<file path="src/verilog/sos_params.svh">
// Offsets, field positions, reset values and timing figures of the oscillator select block
`ifndef SOS_PARAMS_SVH
`define SOS_PARAMS_SVH

// =====================================================================
// Register byte offsets on the Avalon-MM slave
`define SOS_OFS_MODE       4'h0
`define SOS_OFS_STATUS     4'h4
`define SOS_OFS_CONFIG     4'h8

// =====================================================================
// Field positions in system_mode_reg
`define SOS_MODE_DIV_MSB   7
`define SOS_MODE_DIV_LSB   5
`define SOS_MODE_CHOICE    0
`define SOS_MODE_RESET     8'h01

// Divider codes below this value pick the slow source
`define SOS_DIV_FIRST_FAST 3'h2
// Divide exponent is this figure minus the divider code
`define SOS_DIV_EXP_BASE   4'h8

// =====================================================================
// Timing figures in Hz
`define SOS_CLK_HZ         40000000
`define SOS_FAST_910K_HZ   910000
`define SOS_FAST_2M_HZ     2000000
`define SOS_FAST_4M_HZ     4000000
`define SOS_FAST_8M_HZ     8000000
`define SOS_SLOW_HZ        32000

`endif

</file>
<file path="src/verilog/sos_pkg.sv">
// Types shared by the oscillator select block
package sos_pkg;

  // =====================================================================
  // Static choice of the physical fast oscillator, in configuration order
  typedef enum logic [1:0] {
    SOS_SRC_CRYSTAL,
    SOS_SRC_RC_EXT,
    SOS_SRC_OUTSIDE,
    SOS_SRC_INT_FAST
  } sos_fast_src_type;

  // Switch-over sequencer states
  typedef enum logic [1:0] {
    SOS_SW_RUN,
    SOS_SW_DRAIN,
    SOS_SW_WAIT
  } sos_sw_state_type;

endpackage

</file>
<file path="src/verilog/sos_top.sv">
// System oscillator select: source models, glitch-free switch and register slave
// How it works
// - Watchdog and time base ticks come from the same oscillators as the system clock.
// - Five sources: crystal, external RC, outside clock, internal fast RC, slow RC.
// - Internal fast RC runs at 910kHz, 2MHz, 4MHz or 8MHz by configuration.
// - Internal slow RC gives a 32kHz tick with no outside parts.
// - Software picks slow or fast and the divide ratio at run time.
// - Static options, caught after reset, choose the physical fast source.
// - Every option code maps to one fast source; the slow source is fixed.
// - Crystal mode uses both clock pins, driving pin b as feedback.
// - External RC uses pin a only; pin b stays ordinary port C I/O.
// - Outside clock enters on pin a, filtered unless filtering is turned off.
// - Internal fast RC frees both clock pins as ordinary port C I/O.
// - Choice low: divider 000/001 slow, 010..111 fast divided 64 down to 2.
// - Running from the slow source stops the fast oscillator and its taps.
//
// Chosen here: the Avalon-MM register port and the register addresses.
`timescale 1ns/1ps
`include "sos_params.svh"
module sos_top import sos_pkg::*; (
  input  wire logic        clk,
  input  wire logic        resetn,
  input  wire logic [3:0]  avs_address,
  input  wire logic        avs_read,
  input  wire logic        avs_write,
  input  wire logic [31:0] avs_writedata,
  input  wire logic [3:0]  avs_byteenable,
  output logic      [31:0] avs_readdata,
  output logic             avs_waitrequest,
  input  wire logic [1:0]  cfg_fast_src,
  input  wire logic [1:0]  cfg_int_fast_freq,
  input  wire logic        cfg_filter_off,
  input  wire logic        clock_pin_a_in,
  output logic             clock_pin_a_out,
  output logic             clock_pin_a_oe,
  input  wire logic        clock_pin_b_in,
  output logic             clock_pin_b_out,
  output logic             clock_pin_b_oe,
  input  wire logic        port_c_bit0_out,
  input  wire logic        port_c_bit0_oe,
  input  wire logic        port_c_bit1_out,
  input  wire logic        port_c_bit1_oe,
  output logic      [1:0]  port_c_free,
  output logic             sys_tick,
  output logic             fast_tick,
  output logic             wdt_tick,
  output logic             tbc_tick,
  output logic             fast_osc_running
);

  // =====================================================================
  // Oscillator increments, derived from the clock rate
  localparam logic [63:0] INC_910K_W = (64'(`SOS_FAST_910K_HZ) << 32) / 64'(`SOS_CLK_HZ);
  localparam logic [63:0] INC_2M_W   = (64'(`SOS_FAST_2M_HZ) << 32) / 64'(`SOS_CLK_HZ);
  localparam logic [63:0] INC_4M_W   = (64'(`SOS_FAST_4M_HZ) << 32) / 64'(`SOS_CLK_HZ);
  localparam logic [63:0] INC_8M_W   = (64'(`SOS_FAST_8M_HZ) << 32) / 64'(`SOS_CLK_HZ);
  localparam logic [63:0] INC_SLOW_W = (64'(`SOS_SLOW_HZ) << 32) / 64'(`SOS_CLK_HZ);

  // =====================================================================
  // Declarations
  sos_fast_src_type src_reg;
  sos_fast_src_type src_next;
  logic [1:0]       freq_reg;
  logic [1:0]       freq_next;
  logic             filt_off_reg;
  logic             filt_off_next;
  logic             cfg_taken_reg;
  logic             cfg_taken_next;

  logic [2:0]       samp_reg;
  logic [2:0]       samp_next;
  logic             filt_reg;
  logic             filt_next;
  logic             prev_reg;
  logic             prev_next;
  logic             pin_level;
  logic             pin_tick;
  logic             internal_fast_rc_tick;
  logic             slow_tick;
  logic [31:0]      internal_fast_rc_incr;
  logic             raw_fast_tick;
  logic [6:0]       tap;

  logic [2:0]       div_reg;
  logic [2:0]       div_next;
  logic             choice_reg;
  logic             choice_next;
  logic             tgt_slow;
  logic [2:0]       tgt_exp;

  sos_sw_state_type state_reg;
  sos_sw_state_type state_next;
  logic             act_slow_reg;
  logic             act_slow_next;
  logic [2:0]       act_exp_reg;
  logic [2:0]       act_exp_next;
  logic             cur_tick;
  logic             fast_run_reg;
  logic             fast_run_next;

  logic             sys_tick_reg;
  logic             sys_tick_next;
  logic             fast_tick_reg;
  logic             fast_tick_next;
  logic             wdt_tick_reg;
  logic             wdt_tick_next;
  logic             tbc_tick_reg;
  logic             tbc_tick_next;

  logic             a_out_reg;
  logic             a_out_next;
  logic             a_oe_reg;
  logic             a_oe_next;
  logic             b_out_reg;
  logic             b_out_next;
  logic             b_oe_reg;
  logic             b_oe_next;
  logic [1:0]       free_reg;
  logic [1:0]       free_next;

  logic             wait_reg;
  logic             wait_next;
  logic             ack_reg;
  logic             ack_next;
  logic [31:0]      rdata_reg;
  logic [31:0]      rdata_next;
  logic             req;

  // =====================================================================
  // Static options are caught on the first edge after reset release
  always_comb begin
    cfg_taken_next = 1'b1;
    src_next       = src_reg;
    freq_next      = freq_reg;
    filt_off_next  = filt_off_reg;
    if (!cfg_taken_reg) begin
      src_next      = sos_fast_src_type'(cfg_fast_src);
      freq_next     = cfg_int_fast_freq;
      filt_off_next = cfg_filter_off;
    end
  end

  always_ff @(posedge clk or negedge resetn) begin
    if (!resetn) begin
      cfg_taken_reg <= 1'b0;
      src_reg       <= SOS_SRC_CRYSTAL;
      freq_reg      <= 2'h0;
      filt_off_reg  <= 1'b0;
    end else begin
      cfg_taken_reg <= cfg_taken_next;
      src_reg       <= src_next;
      freq_reg      <= freq_next;
      filt_off_reg  <= filt_off_next;
    end
  end

  // =====================================================================
  // Pin a edge detector; the three-sample filter costs three cycles of lag
  always_comb begin
    samp_next = {samp_reg[1:0], clock_pin_a_in};
    filt_next = filt_reg;
    if (samp_reg == 3'h7) begin
      filt_next = 1'b1;
    end else if (samp_reg == 3'h0) begin
      filt_next = 1'b0;
    end
    pin_level = (src_reg == SOS_SRC_OUTSIDE && !filt_off_reg) ? filt_reg : samp_reg[0];
    prev_next = pin_level;
    pin_tick  = pin_level & ~prev_reg & fast_run_reg & cfg_taken_reg
                & (src_reg != SOS_SRC_INT_FAST);
  end

  always_ff @(posedge clk or negedge resetn) begin
    if (!resetn) begin
      samp_reg <= 3'h0;
      filt_reg <= 1'b0;
      prev_reg <= 1'b0;
    end else begin
      samp_reg <= samp_next;
      filt_reg <= filt_next;
      prev_reg <= prev_next;
    end
  end

  // Internal fast RC frequency pick
  always_comb begin
    case (freq_reg)
      2'h0:    internal_fast_rc_incr = INC_910K_W[31:0];
      2'h1:    internal_fast_rc_incr = INC_2M_W[31:0];
      2'h2:    internal_fast_rc_incr = INC_4M_W[31:0];
      default: internal_fast_rc_incr = INC_8M_W[31:0];
    endcase
  end

  sos_tick_gen u_fast_rc (
    .clk    (clk),
    .resetn (resetn),
    .enable (fast_run_reg & cfg_taken_reg & (src_reg == SOS_SRC_INT_FAST)),
    .incr   (internal_fast_rc_incr),
    .tick   (internal_fast_rc_tick)
  );

  // Slow RC always runs, it keeps the watchdog alive
  sos_tick_gen u_slow_rc (
    .clk    (clk),
    .resetn (resetn),
    .enable (1'b1),
    .incr   (INC_SLOW_W[31:0]),
    .tick   (slow_tick)
  );

  assign raw_fast_tick = (src_reg == SOS_SRC_INT_FAST) ? internal_fast_rc_tick : pin_tick;

  sos_prescaler u_prescaler (
    .clk       (clk),
    .resetn    (resetn),
    .run       (fast_run_reg),
    .fast_tick (raw_fast_tick),
    .tap       (tap)
  );

  // =====================================================================
  // Target source from the mode register
  always_comb begin
    tgt_slow = !choice_reg && (div_reg < `SOS_DIV_FIRST_FAST);
    tgt_exp  = 3'h0;
    if (!choice_reg && !tgt_slow) begin
      tgt_exp = 3'(`SOS_DIV_EXP_BASE - {1'b0, div_reg});
    end
  end

  // =====================================================================
  // Switch-over sequencer: old tick ends the old clock, new tick starts it
  always_comb begin
    state_next    = state_reg;
    act_slow_next = act_slow_reg;
    act_exp_next  = act_exp_reg;
    cur_tick      = act_slow_reg ? slow_tick : tap[act_exp_reg];
    case (state_reg)
      SOS_SW_RUN: begin
        if (tgt_slow != act_slow_reg || (!tgt_slow && tgt_exp != act_exp_reg)) begin
          state_next = SOS_SW_DRAIN;
        end
      end
      SOS_SW_DRAIN: begin
        if (cur_tick) begin
          act_slow_next = tgt_slow;
          act_exp_next  = tgt_exp;
          state_next    = SOS_SW_WAIT;
        end
      end
      SOS_SW_WAIT: begin
        if (cur_tick) begin
          state_next = SOS_SW_RUN;
        end
      end
      default: begin
        state_next = SOS_SW_RUN;
      end
    endcase
    // Fast stops only once slow is active and still wanted
    fast_run_next  = !(act_slow_next && tgt_slow);
    sys_tick_next  = cur_tick && (state_reg != SOS_SW_WAIT);
    fast_tick_next = tap[0];
    wdt_tick_next  = slow_tick;
    tbc_tick_next  = fast_run_reg ? tap[0] : slow_tick;
  end

  always_ff @(posedge clk or negedge resetn) begin
    if (!resetn) begin
      state_reg     <= SOS_SW_RUN;
      act_slow_reg  <= 1'b0;
      act_exp_reg   <= 3'h0;
      fast_run_reg  <= 1'b1;
      sys_tick_reg  <= 1'b0;
      fast_tick_reg <= 1'b0;
      wdt_tick_reg  <= 1'b0;
      tbc_tick_reg  <= 1'b0;
    end else begin
      state_reg     <= state_next;
      act_slow_reg  <= act_slow_next;
      act_exp_reg   <= act_exp_next;
      fast_run_reg  <= fast_run_next;
      sys_tick_reg  <= sys_tick_next;
      fast_tick_reg <= fast_tick_next;
      wdt_tick_reg  <= wdt_tick_next;
      tbc_tick_reg  <= tbc_tick_next;
    end
  end

  // =====================================================================
  // Clock pin and shared port C ownership
  always_comb begin
    a_out_next = port_c_bit0_out;
    a_oe_next  = port_c_bit0_oe;
    b_out_next = port_c_bit1_out;
    b_oe_next  = port_c_bit1_oe;
    free_next  = 2'h3;
    case (src_reg)
      SOS_SRC_CRYSTAL: begin
        a_oe_next  = 1'b0;
        a_out_next = 1'b0;
        b_oe_next  = 1'b1;
        b_out_next = ~clock_pin_a_in & fast_run_reg;  // Inverting feedback, held low when stopped
        free_next  = 2'h0;
      end
      SOS_SRC_RC_EXT: begin
        a_oe_next  = 1'b0;
        a_out_next = 1'b0;
        free_next  = 2'h2;
      end
      SOS_SRC_OUTSIDE: begin
        a_oe_next  = 1'b0;
        a_out_next = 1'b0;
        b_oe_next  = 1'b0;
        b_out_next = 1'b0;
        free_next  = 2'h0;
      end
      default: begin
        free_next = 2'h3;
      end
    endcase
    if (!cfg_taken_reg) begin
      a_oe_next = 1'b0;                        // Pins stay quiet until options are known
      b_oe_next = 1'b0;
      free_next = 2'h0;
    end
  end

  always_ff @(posedge clk or negedge resetn) begin
    if (!resetn) begin
      a_out_reg <= 1'b0;
      a_oe_reg  <= 1'b0;
      b_out_reg <= 1'b0;
      b_oe_reg  <= 1'b0;
      free_reg  <= 2'h0;
    end else begin
      a_out_reg <= a_out_next;
      a_oe_reg  <= a_oe_next;
      b_out_reg <= b_out_next;
      b_oe_reg  <= b_oe_next;
      free_reg  <= free_next;
    end
  end

  // =====================================================================
  // Avalon-MM slave: one wait cycle, then waitrequest low for one cycle
  always_comb begin
    req         = avs_read | avs_write;
    wait_next   = 1'b1;
    ack_next    = 1'b0;
    rdata_next  = rdata_reg;
    div_next    = div_reg;
    choice_next = choice_reg;
    if (req && wait_reg && !ack_reg) begin
      wait_next  = 1'b0;
      ack_next   = 1'b1;
      rdata_next = 32'h00000000;               // Unmapped offsets read zero
      case (avs_address)
        `SOS_OFS_MODE: begin
          rdata_next[`SOS_MODE_DIV_MSB:`SOS_MODE_DIV_LSB] = div_reg;
          rdata_next[`SOS_MODE_CHOICE] = choice_reg;
        end
        `SOS_OFS_STATUS: begin
          rdata_next[7:0] = {clock_pin_b_in, samp_reg[0], fast_run_reg,
                             (state_reg != SOS_SW_RUN), act_exp_reg, act_slow_reg};
        end
        `SOS_OFS_CONFIG: begin
          rdata_next[4:0] = {filt_off_reg, freq_reg, src_reg};
        end
        default: begin
          rdata_next = 32'h00000000;
        end
      endcase
    end
    // Write lands on the edge that sees waitrequest low
    if (avs_write && !wait_reg && avs_byteenable[0] && avs_address == `SOS_OFS_MODE) begin
      div_next    = avs_writedata[`SOS_MODE_DIV_MSB:`SOS_MODE_DIV_LSB];
      choice_next = avs_writedata[`SOS_MODE_CHOICE];
    end
  end

  always_ff @(posedge clk or negedge resetn) begin
    if (!resetn) begin
      wait_reg   <= 1'b1;
      ack_reg    <= 1'b0;
      rdata_reg  <= 32'h00000000;
      div_reg    <= 3'(`SOS_MODE_RESET >> `SOS_MODE_DIV_LSB);
      choice_reg <= 1'(`SOS_MODE_RESET >> `SOS_MODE_CHOICE);
    end else begin
      wait_reg   <= wait_next;
      ack_reg    <= ack_next;
      rdata_reg  <= rdata_next;
      div_reg    <= div_next;
      choice_reg <= choice_next;
    end
  end

  // =====================================================================
  // Outputs straight from flip-flops
  assign avs_readdata     = rdata_reg;
  assign avs_waitrequest  = wait_reg;
  assign clock_pin_a_out  = a_out_reg;
  assign clock_pin_a_oe   = a_oe_reg;
  assign clock_pin_b_out  = b_out_reg;
  assign clock_pin_b_oe   = b_oe_reg;
  assign port_c_free      = free_reg;
  assign sys_tick         = sys_tick_reg;
  assign fast_tick        = fast_tick_reg;
  assign wdt_tick         = wdt_tick_reg;
  assign tbc_tick         = tbc_tick_reg;
  assign fast_osc_running = fast_run_reg;

endmodule

</file>
<file path="src/verilog/sos_tick_gen.sv">
// Phase accumulator that models an internal RC oscillator as a clock-enable tick
`timescale 1ns/1ps
module sos_tick_gen (
  input  wire logic        clk,
  input  wire logic        resetn,
  input  wire logic        enable,
  input  wire logic [31:0] incr,
  output logic             tick
);

  logic [31:0] acc_reg;
  logic [31:0] acc_next;
  logic        tick_reg;
  logic        tick_next;
  logic [32:0] sum;

  // =====================================================================
  // Carry out of the accumulator marks one oscillator period
  always_comb begin
    sum       = {1'b0, acc_reg} + {1'b0, incr};
    acc_next  = enable ? sum[31:0] : 32'h00000000;  // Stopped oscillator restarts at phase 0
    tick_next = enable & sum[32];
  end

  always_ff @(posedge clk or negedge resetn) begin
    if (!resetn) begin
      acc_reg  <= 32'h00000000;
      tick_reg <= 1'b0;
    end else begin
      acc_reg  <= acc_next;
      tick_reg <= tick_next;
    end
  end

  assign tick = tick_reg;

endmodule

</file>
<file path="src/verilog/sos_prescaler.sv">
// Common prescaler on the fast source giving the divided taps
`timescale 1ns/1ps
module sos_prescaler (
  input  wire logic       clk,
  input  wire logic       resetn,
  input  wire logic       run,
  input  wire logic       fast_tick,
  output logic      [6:0] tap
);

  logic [5:0] cnt_reg;
  logic [5:0] cnt_next;
  logic [6:0] tap_reg;
  logic [6:0] tap_next;

  // =====================================================================
  // One counter feeds every tap, so all taps stay phase aligned
  always_comb begin
    cnt_next = cnt_reg;
    if (!run) begin
      cnt_next = 6'h00;
    end else if (fast_tick) begin
      cnt_next = cnt_reg + 6'h01;
    end
  end

  // Tap e fires on every 2^e-th fast tick
  for (genvar e = 0; e < 7; e++) begin : g_tap
    localparam logic [5:0] MASK = 6'((7'h01 << e) - 7'h01);
    assign tap_next[e] = run & fast_tick & ((cnt_reg & MASK) == MASK);
  end

  always_ff @(posedge clk or negedge resetn) begin
    if (!resetn) begin
      cnt_reg <= 6'h00;
      tap_reg <= 7'h00;
    end else begin
      cnt_reg <= cnt_next;
      tap_reg <= tap_next;
    end
  end

  assign tap = tap_reg;

endmodule

</file>
<file path="config.mk">
export PLATFORM = sky130hd
export DESIGN_NAME = sos_top
export DESIGN_NICKNAME = d
export VERILOG_FILES = /design/src/verilog/sos_pkg.sv /design/src/verilog/sos_top.sv /design/src/verilog/sos_tick_gen.sv /design/src/verilog/sos_prescaler.sv
export VERILOG_INCLUDE_DIRS = /design/src /design/src/verilog
export SDC_FILE = /design/constraint.sdc
export NUM_CORES = 1
export LEC_CHECK = 0
export BUFFER_PORTS_ARGS = -buffer_cell sky130_fd_sc_hd__buf_2
export CORE_MARGIN = 2
export CORE_UTILIZATION = 60
export CTS_CLUSTER_DIAMETER = 100
export DETAILED_ROUTE_END_ITERATION = 16
export GPL_ROUTABILITY_DRIVEN = 0
export PLACE_DENSITY_LB_ADDON = 0.05
export SLEW_MARGIN = 20
export SYNTH_ARGS = -nofsm -noshare
export SYNTH_HDL_FRONTEND = slang
export SYNTH_SLANG_ARGS = --single-unit
export TNS_END_PERCENT = 50
</file>
<file path="constraint.sdc">
create_clock -name clk -period 8.4 [get_ports clk]
set_clock_uncertainty 0.2 [all_clocks]
set_input_delay 1.68 -clock clk [delete_from_list [all_inputs] [get_ports clk]]
set_output_delay 1.68 -clock clk [all_outputs]
set_load 0.01 [all_outputs]
</file>
==> flow_summary_export.csv <==
group,metric,value,unit
floorplan,start_util,61.6,%
routing,dr.pass1.iters,6,
sta,holdWs,0.204,ns
sta,hold_viol_final,0,
cells_and_area,layout_common_cells,"118 x dfrtp_1, 64 x nor2_1, 55 x nand2_1",
cts,clockBufferDepth,2,
cts,cts_sinks,121,
synthesis,synth.top_cell.area_share,44.2,%
place,place_hpwl,8940,um
cts,cts-buffers-inserted,17,
critical_path,cp_data_arrival_time,4.86,ns
critical_path,cp.required,8.64,ns
cells_and_area,areaGrowthSynthToFinish,12.6,%
routing,dr_wl_met2,6400,um
routing,wl_per_cell,15.2,um
sta,setup_ws,3.78,ns
cts,clk_latency,0.52,ns
power_and_ir_drop,p_leak,0.00360,uW
cells_and_area,fillers,809,
cts,clkTransAtPathRegs,0.05,ns
place,numPortBuffers,43,
sta,grt_setup_unrepaired,"false",
cts,cts_root_buf,"clkbuf_8",
cells_and_area,insertedDiodeCount,0,
critical_path,crit_type,"flop to flop",
worst_hold_path,whs_path_depth,0,
sta,timing.slew.headroom,32.2,%
cells_and_area,seq_area,0.00303,mm2
cts,tritoncts,"done",
cells_and_area,layout-drive-gt1-share,14.4,%
cts,h-tree-depth,4,
critical_path,worstSetupStartpointType,"flop",
routing,drt_wl_total,13300,um
critical_path,endpoint_kind,"flop",
floorplan,dieArea,0.0120,mm2
sta,setup-tns-final,0,ns
cells_and_area,multiInputGateArea,0.00337,mm2
floorplan,row_count,38,
place,dp.cells,841,
power_and_ir_drop,peakVddDrop,0.000186,V
floorplan,io_pins,99,
routing,drcViolationCount,0,
synthesis,ys_warn_count,0,
critical_path,cp_max_fo,18,
cells_and_area,layout.cells.most_common,"dfrtp_1",
critical_path,reg2regPathDepth,13,
floorplan,die_h,110,um
sta,min_period,4.62,ns
synthesis,synth_top_area_cell,"dfrtp_1",
global_route,grt_pass1_vias,4835,
routing,top_layer,"met4",
synthesis,postSynthCellCount,675,
power_and_ir_drop,power_density,246,mW/mm2
routing,postRouteAntennaNets,0,
routing,vias,4979,
synthesis,async_flop_share,100,%
sta,timing.final.crit_share,55.0,%
synthesis,synth_area_per_cell,9.90,um2
synthesis,synth_edf_count,0,
global_route,grt_overflow,0,
sta,drv_slew,0,
routing,dr.first_iter.drc_count,288,
outcome,status,"completed",
place,pre_cts_ws,3.91,ns
routing,via_per_inst,5.70,
global_route,grt_usage,24.4,%
cells_and_area,final_cell_count_no_fill,874,
synthesis,synth_seq_cells,121,
synthesis,synth_area,0.00668,mm2
global_route,grt_pass1_wl,22400,um
cts,cts_setup_buffers,0,
synthesis,synth_cell_types,68,
cells_and_area,fin_nets,807,
global_route,antenna_found_initial,0,
routing,met1Wirelength,6060,um
cts,ctsHoldBuffers,0,
sta,tightest_slew,1.00,ns
global_route,grt_max_degree,66,
routing,met3_length,710,um
cts,post_cts_resized,0,
sta,fmax,216,MHz
synthesis,synth_area_leaders,"dfrtp_1 44%, ha_1 5.8%, xnor2_1 5.5%",
floorplan,coreArea,0.0108,mm2
floorplan,dieWidth,110,um
synthesis,synth_ff_type,"dfrtp_1",
synthesis,synth-seq-area-share,45.4,%
sta,setup_viol,0,
worst_hold_path,hold_path.class,"flop to flop",
run,drv_cap,0,
==> logic make-up after synthesis <==
kind of cell | after synthesis | share of synthesized area (%)
xor gates and xnor gates | 71 | 9.42
adders and majority gates | 35 | 6.42
DFF | 121 | 45.4
buffers and inverters | 69 | 5.45
muxes | 16 | 2.75
other | 2 | 0.112
and+or+nand+nor | 216 | 15.9
AOI/OAI and AO/OA | 145 | 14.6
==> critical path, cell delays in order (launching register included) <==
cell	delay, ns
dfrtp_1	0.48
ha_1	0.73
inv_1	0.47
ha_1	0.47
o21ai_0	0.12
o21ai_0	0.29
and3b_1	0.25
o211ai_2	0.15
a22oi_4	0.21
nor3_2	0.09
a2111oi_4	0.37
a211oi_1	0.17
or3_1	0.38
a21oi_1	0.16
==> path summary, 6_finish.rpt <==
kind                              from                    end  slack [ns]
min in group asynchronous       resetn        clock_pin_b_out        1.07
setup reg to reg           freq_reg[0]  u_fast_rc.acc_reg[30]        3.78
max in group asynchronous       resetn            freq_reg[1]        5.72
hold / removal             samp_reg[1]            samp_reg[2]        0.20
hold reg to reg            samp_reg[1]            samp_reg[2]        0.20
setup / recovery           freq_reg[0]  u_fast_rc.acc_reg[30]        3.78
==> synth_stat cells, types with 3 or more instances <==
cell type / n
dfrtp_1: 118
nor2_1: 64
nand2_1: 55
xnor2_1: 42
o21ai_0: 41
ha_1: 31
a21oi_1: 30
xor2_1: 28
inv_1: 26
buf_4: 24
clkbuf_1: 17
nand3_1: 16
and2_1: 15
nor3_1: 15
a21o_1: 11
a31oi_1: 10
and3_1: 10
mux2_2: 9
nand2b_1: 8
a22oi_1: 7
mux2i_1: 6
nor2b_1: 6
a211oi_1: 5
o211ai_1: 5
nor3_2: 4
nor3b_1: 4
o21ai_1: 4
o21bai_1: 4
a21boi_0: 3
and4_1: 3
dfstp_2: 3
maj3_1: 3
nand4_1: 3
==> metrics by stage <==
step                utilization [%]  total power, uW  area, um2
floorplan                         -             1020       6770
global placement               63.8             1100       6920
detailed placement             63.8             1120       6920
CTS                            69.3             1860       7510
global route                   69.4             1960       7520
finish                         69.4             1850       7520
==> power by group <==
| group | switching, uW | internal, uW |
|---|---|---|
| sequential | 68.9 | 650 |
| combinational | 231 | 166 |
| clock | 249 | 488 |
| total | 549 | 1300 |
==> routing by layer <==
metal,up-vias,GRT usage [%]
met5,-,0
met4,0,8.50
met3,17,6.64
met2,162,39.9
met1,2404,31.4
li1,2396,-
==> final cells by class <==
type	count	area share [%]
inverters	26	1.30
flip-flops and latches	121	40.3
well taps	140	2.33
clock buffers	23	5.94
repair buffers	47	3.29
multi-input cells	508	44.8
clock inverters	9	2.00
(Power assumes the default switching activity.)
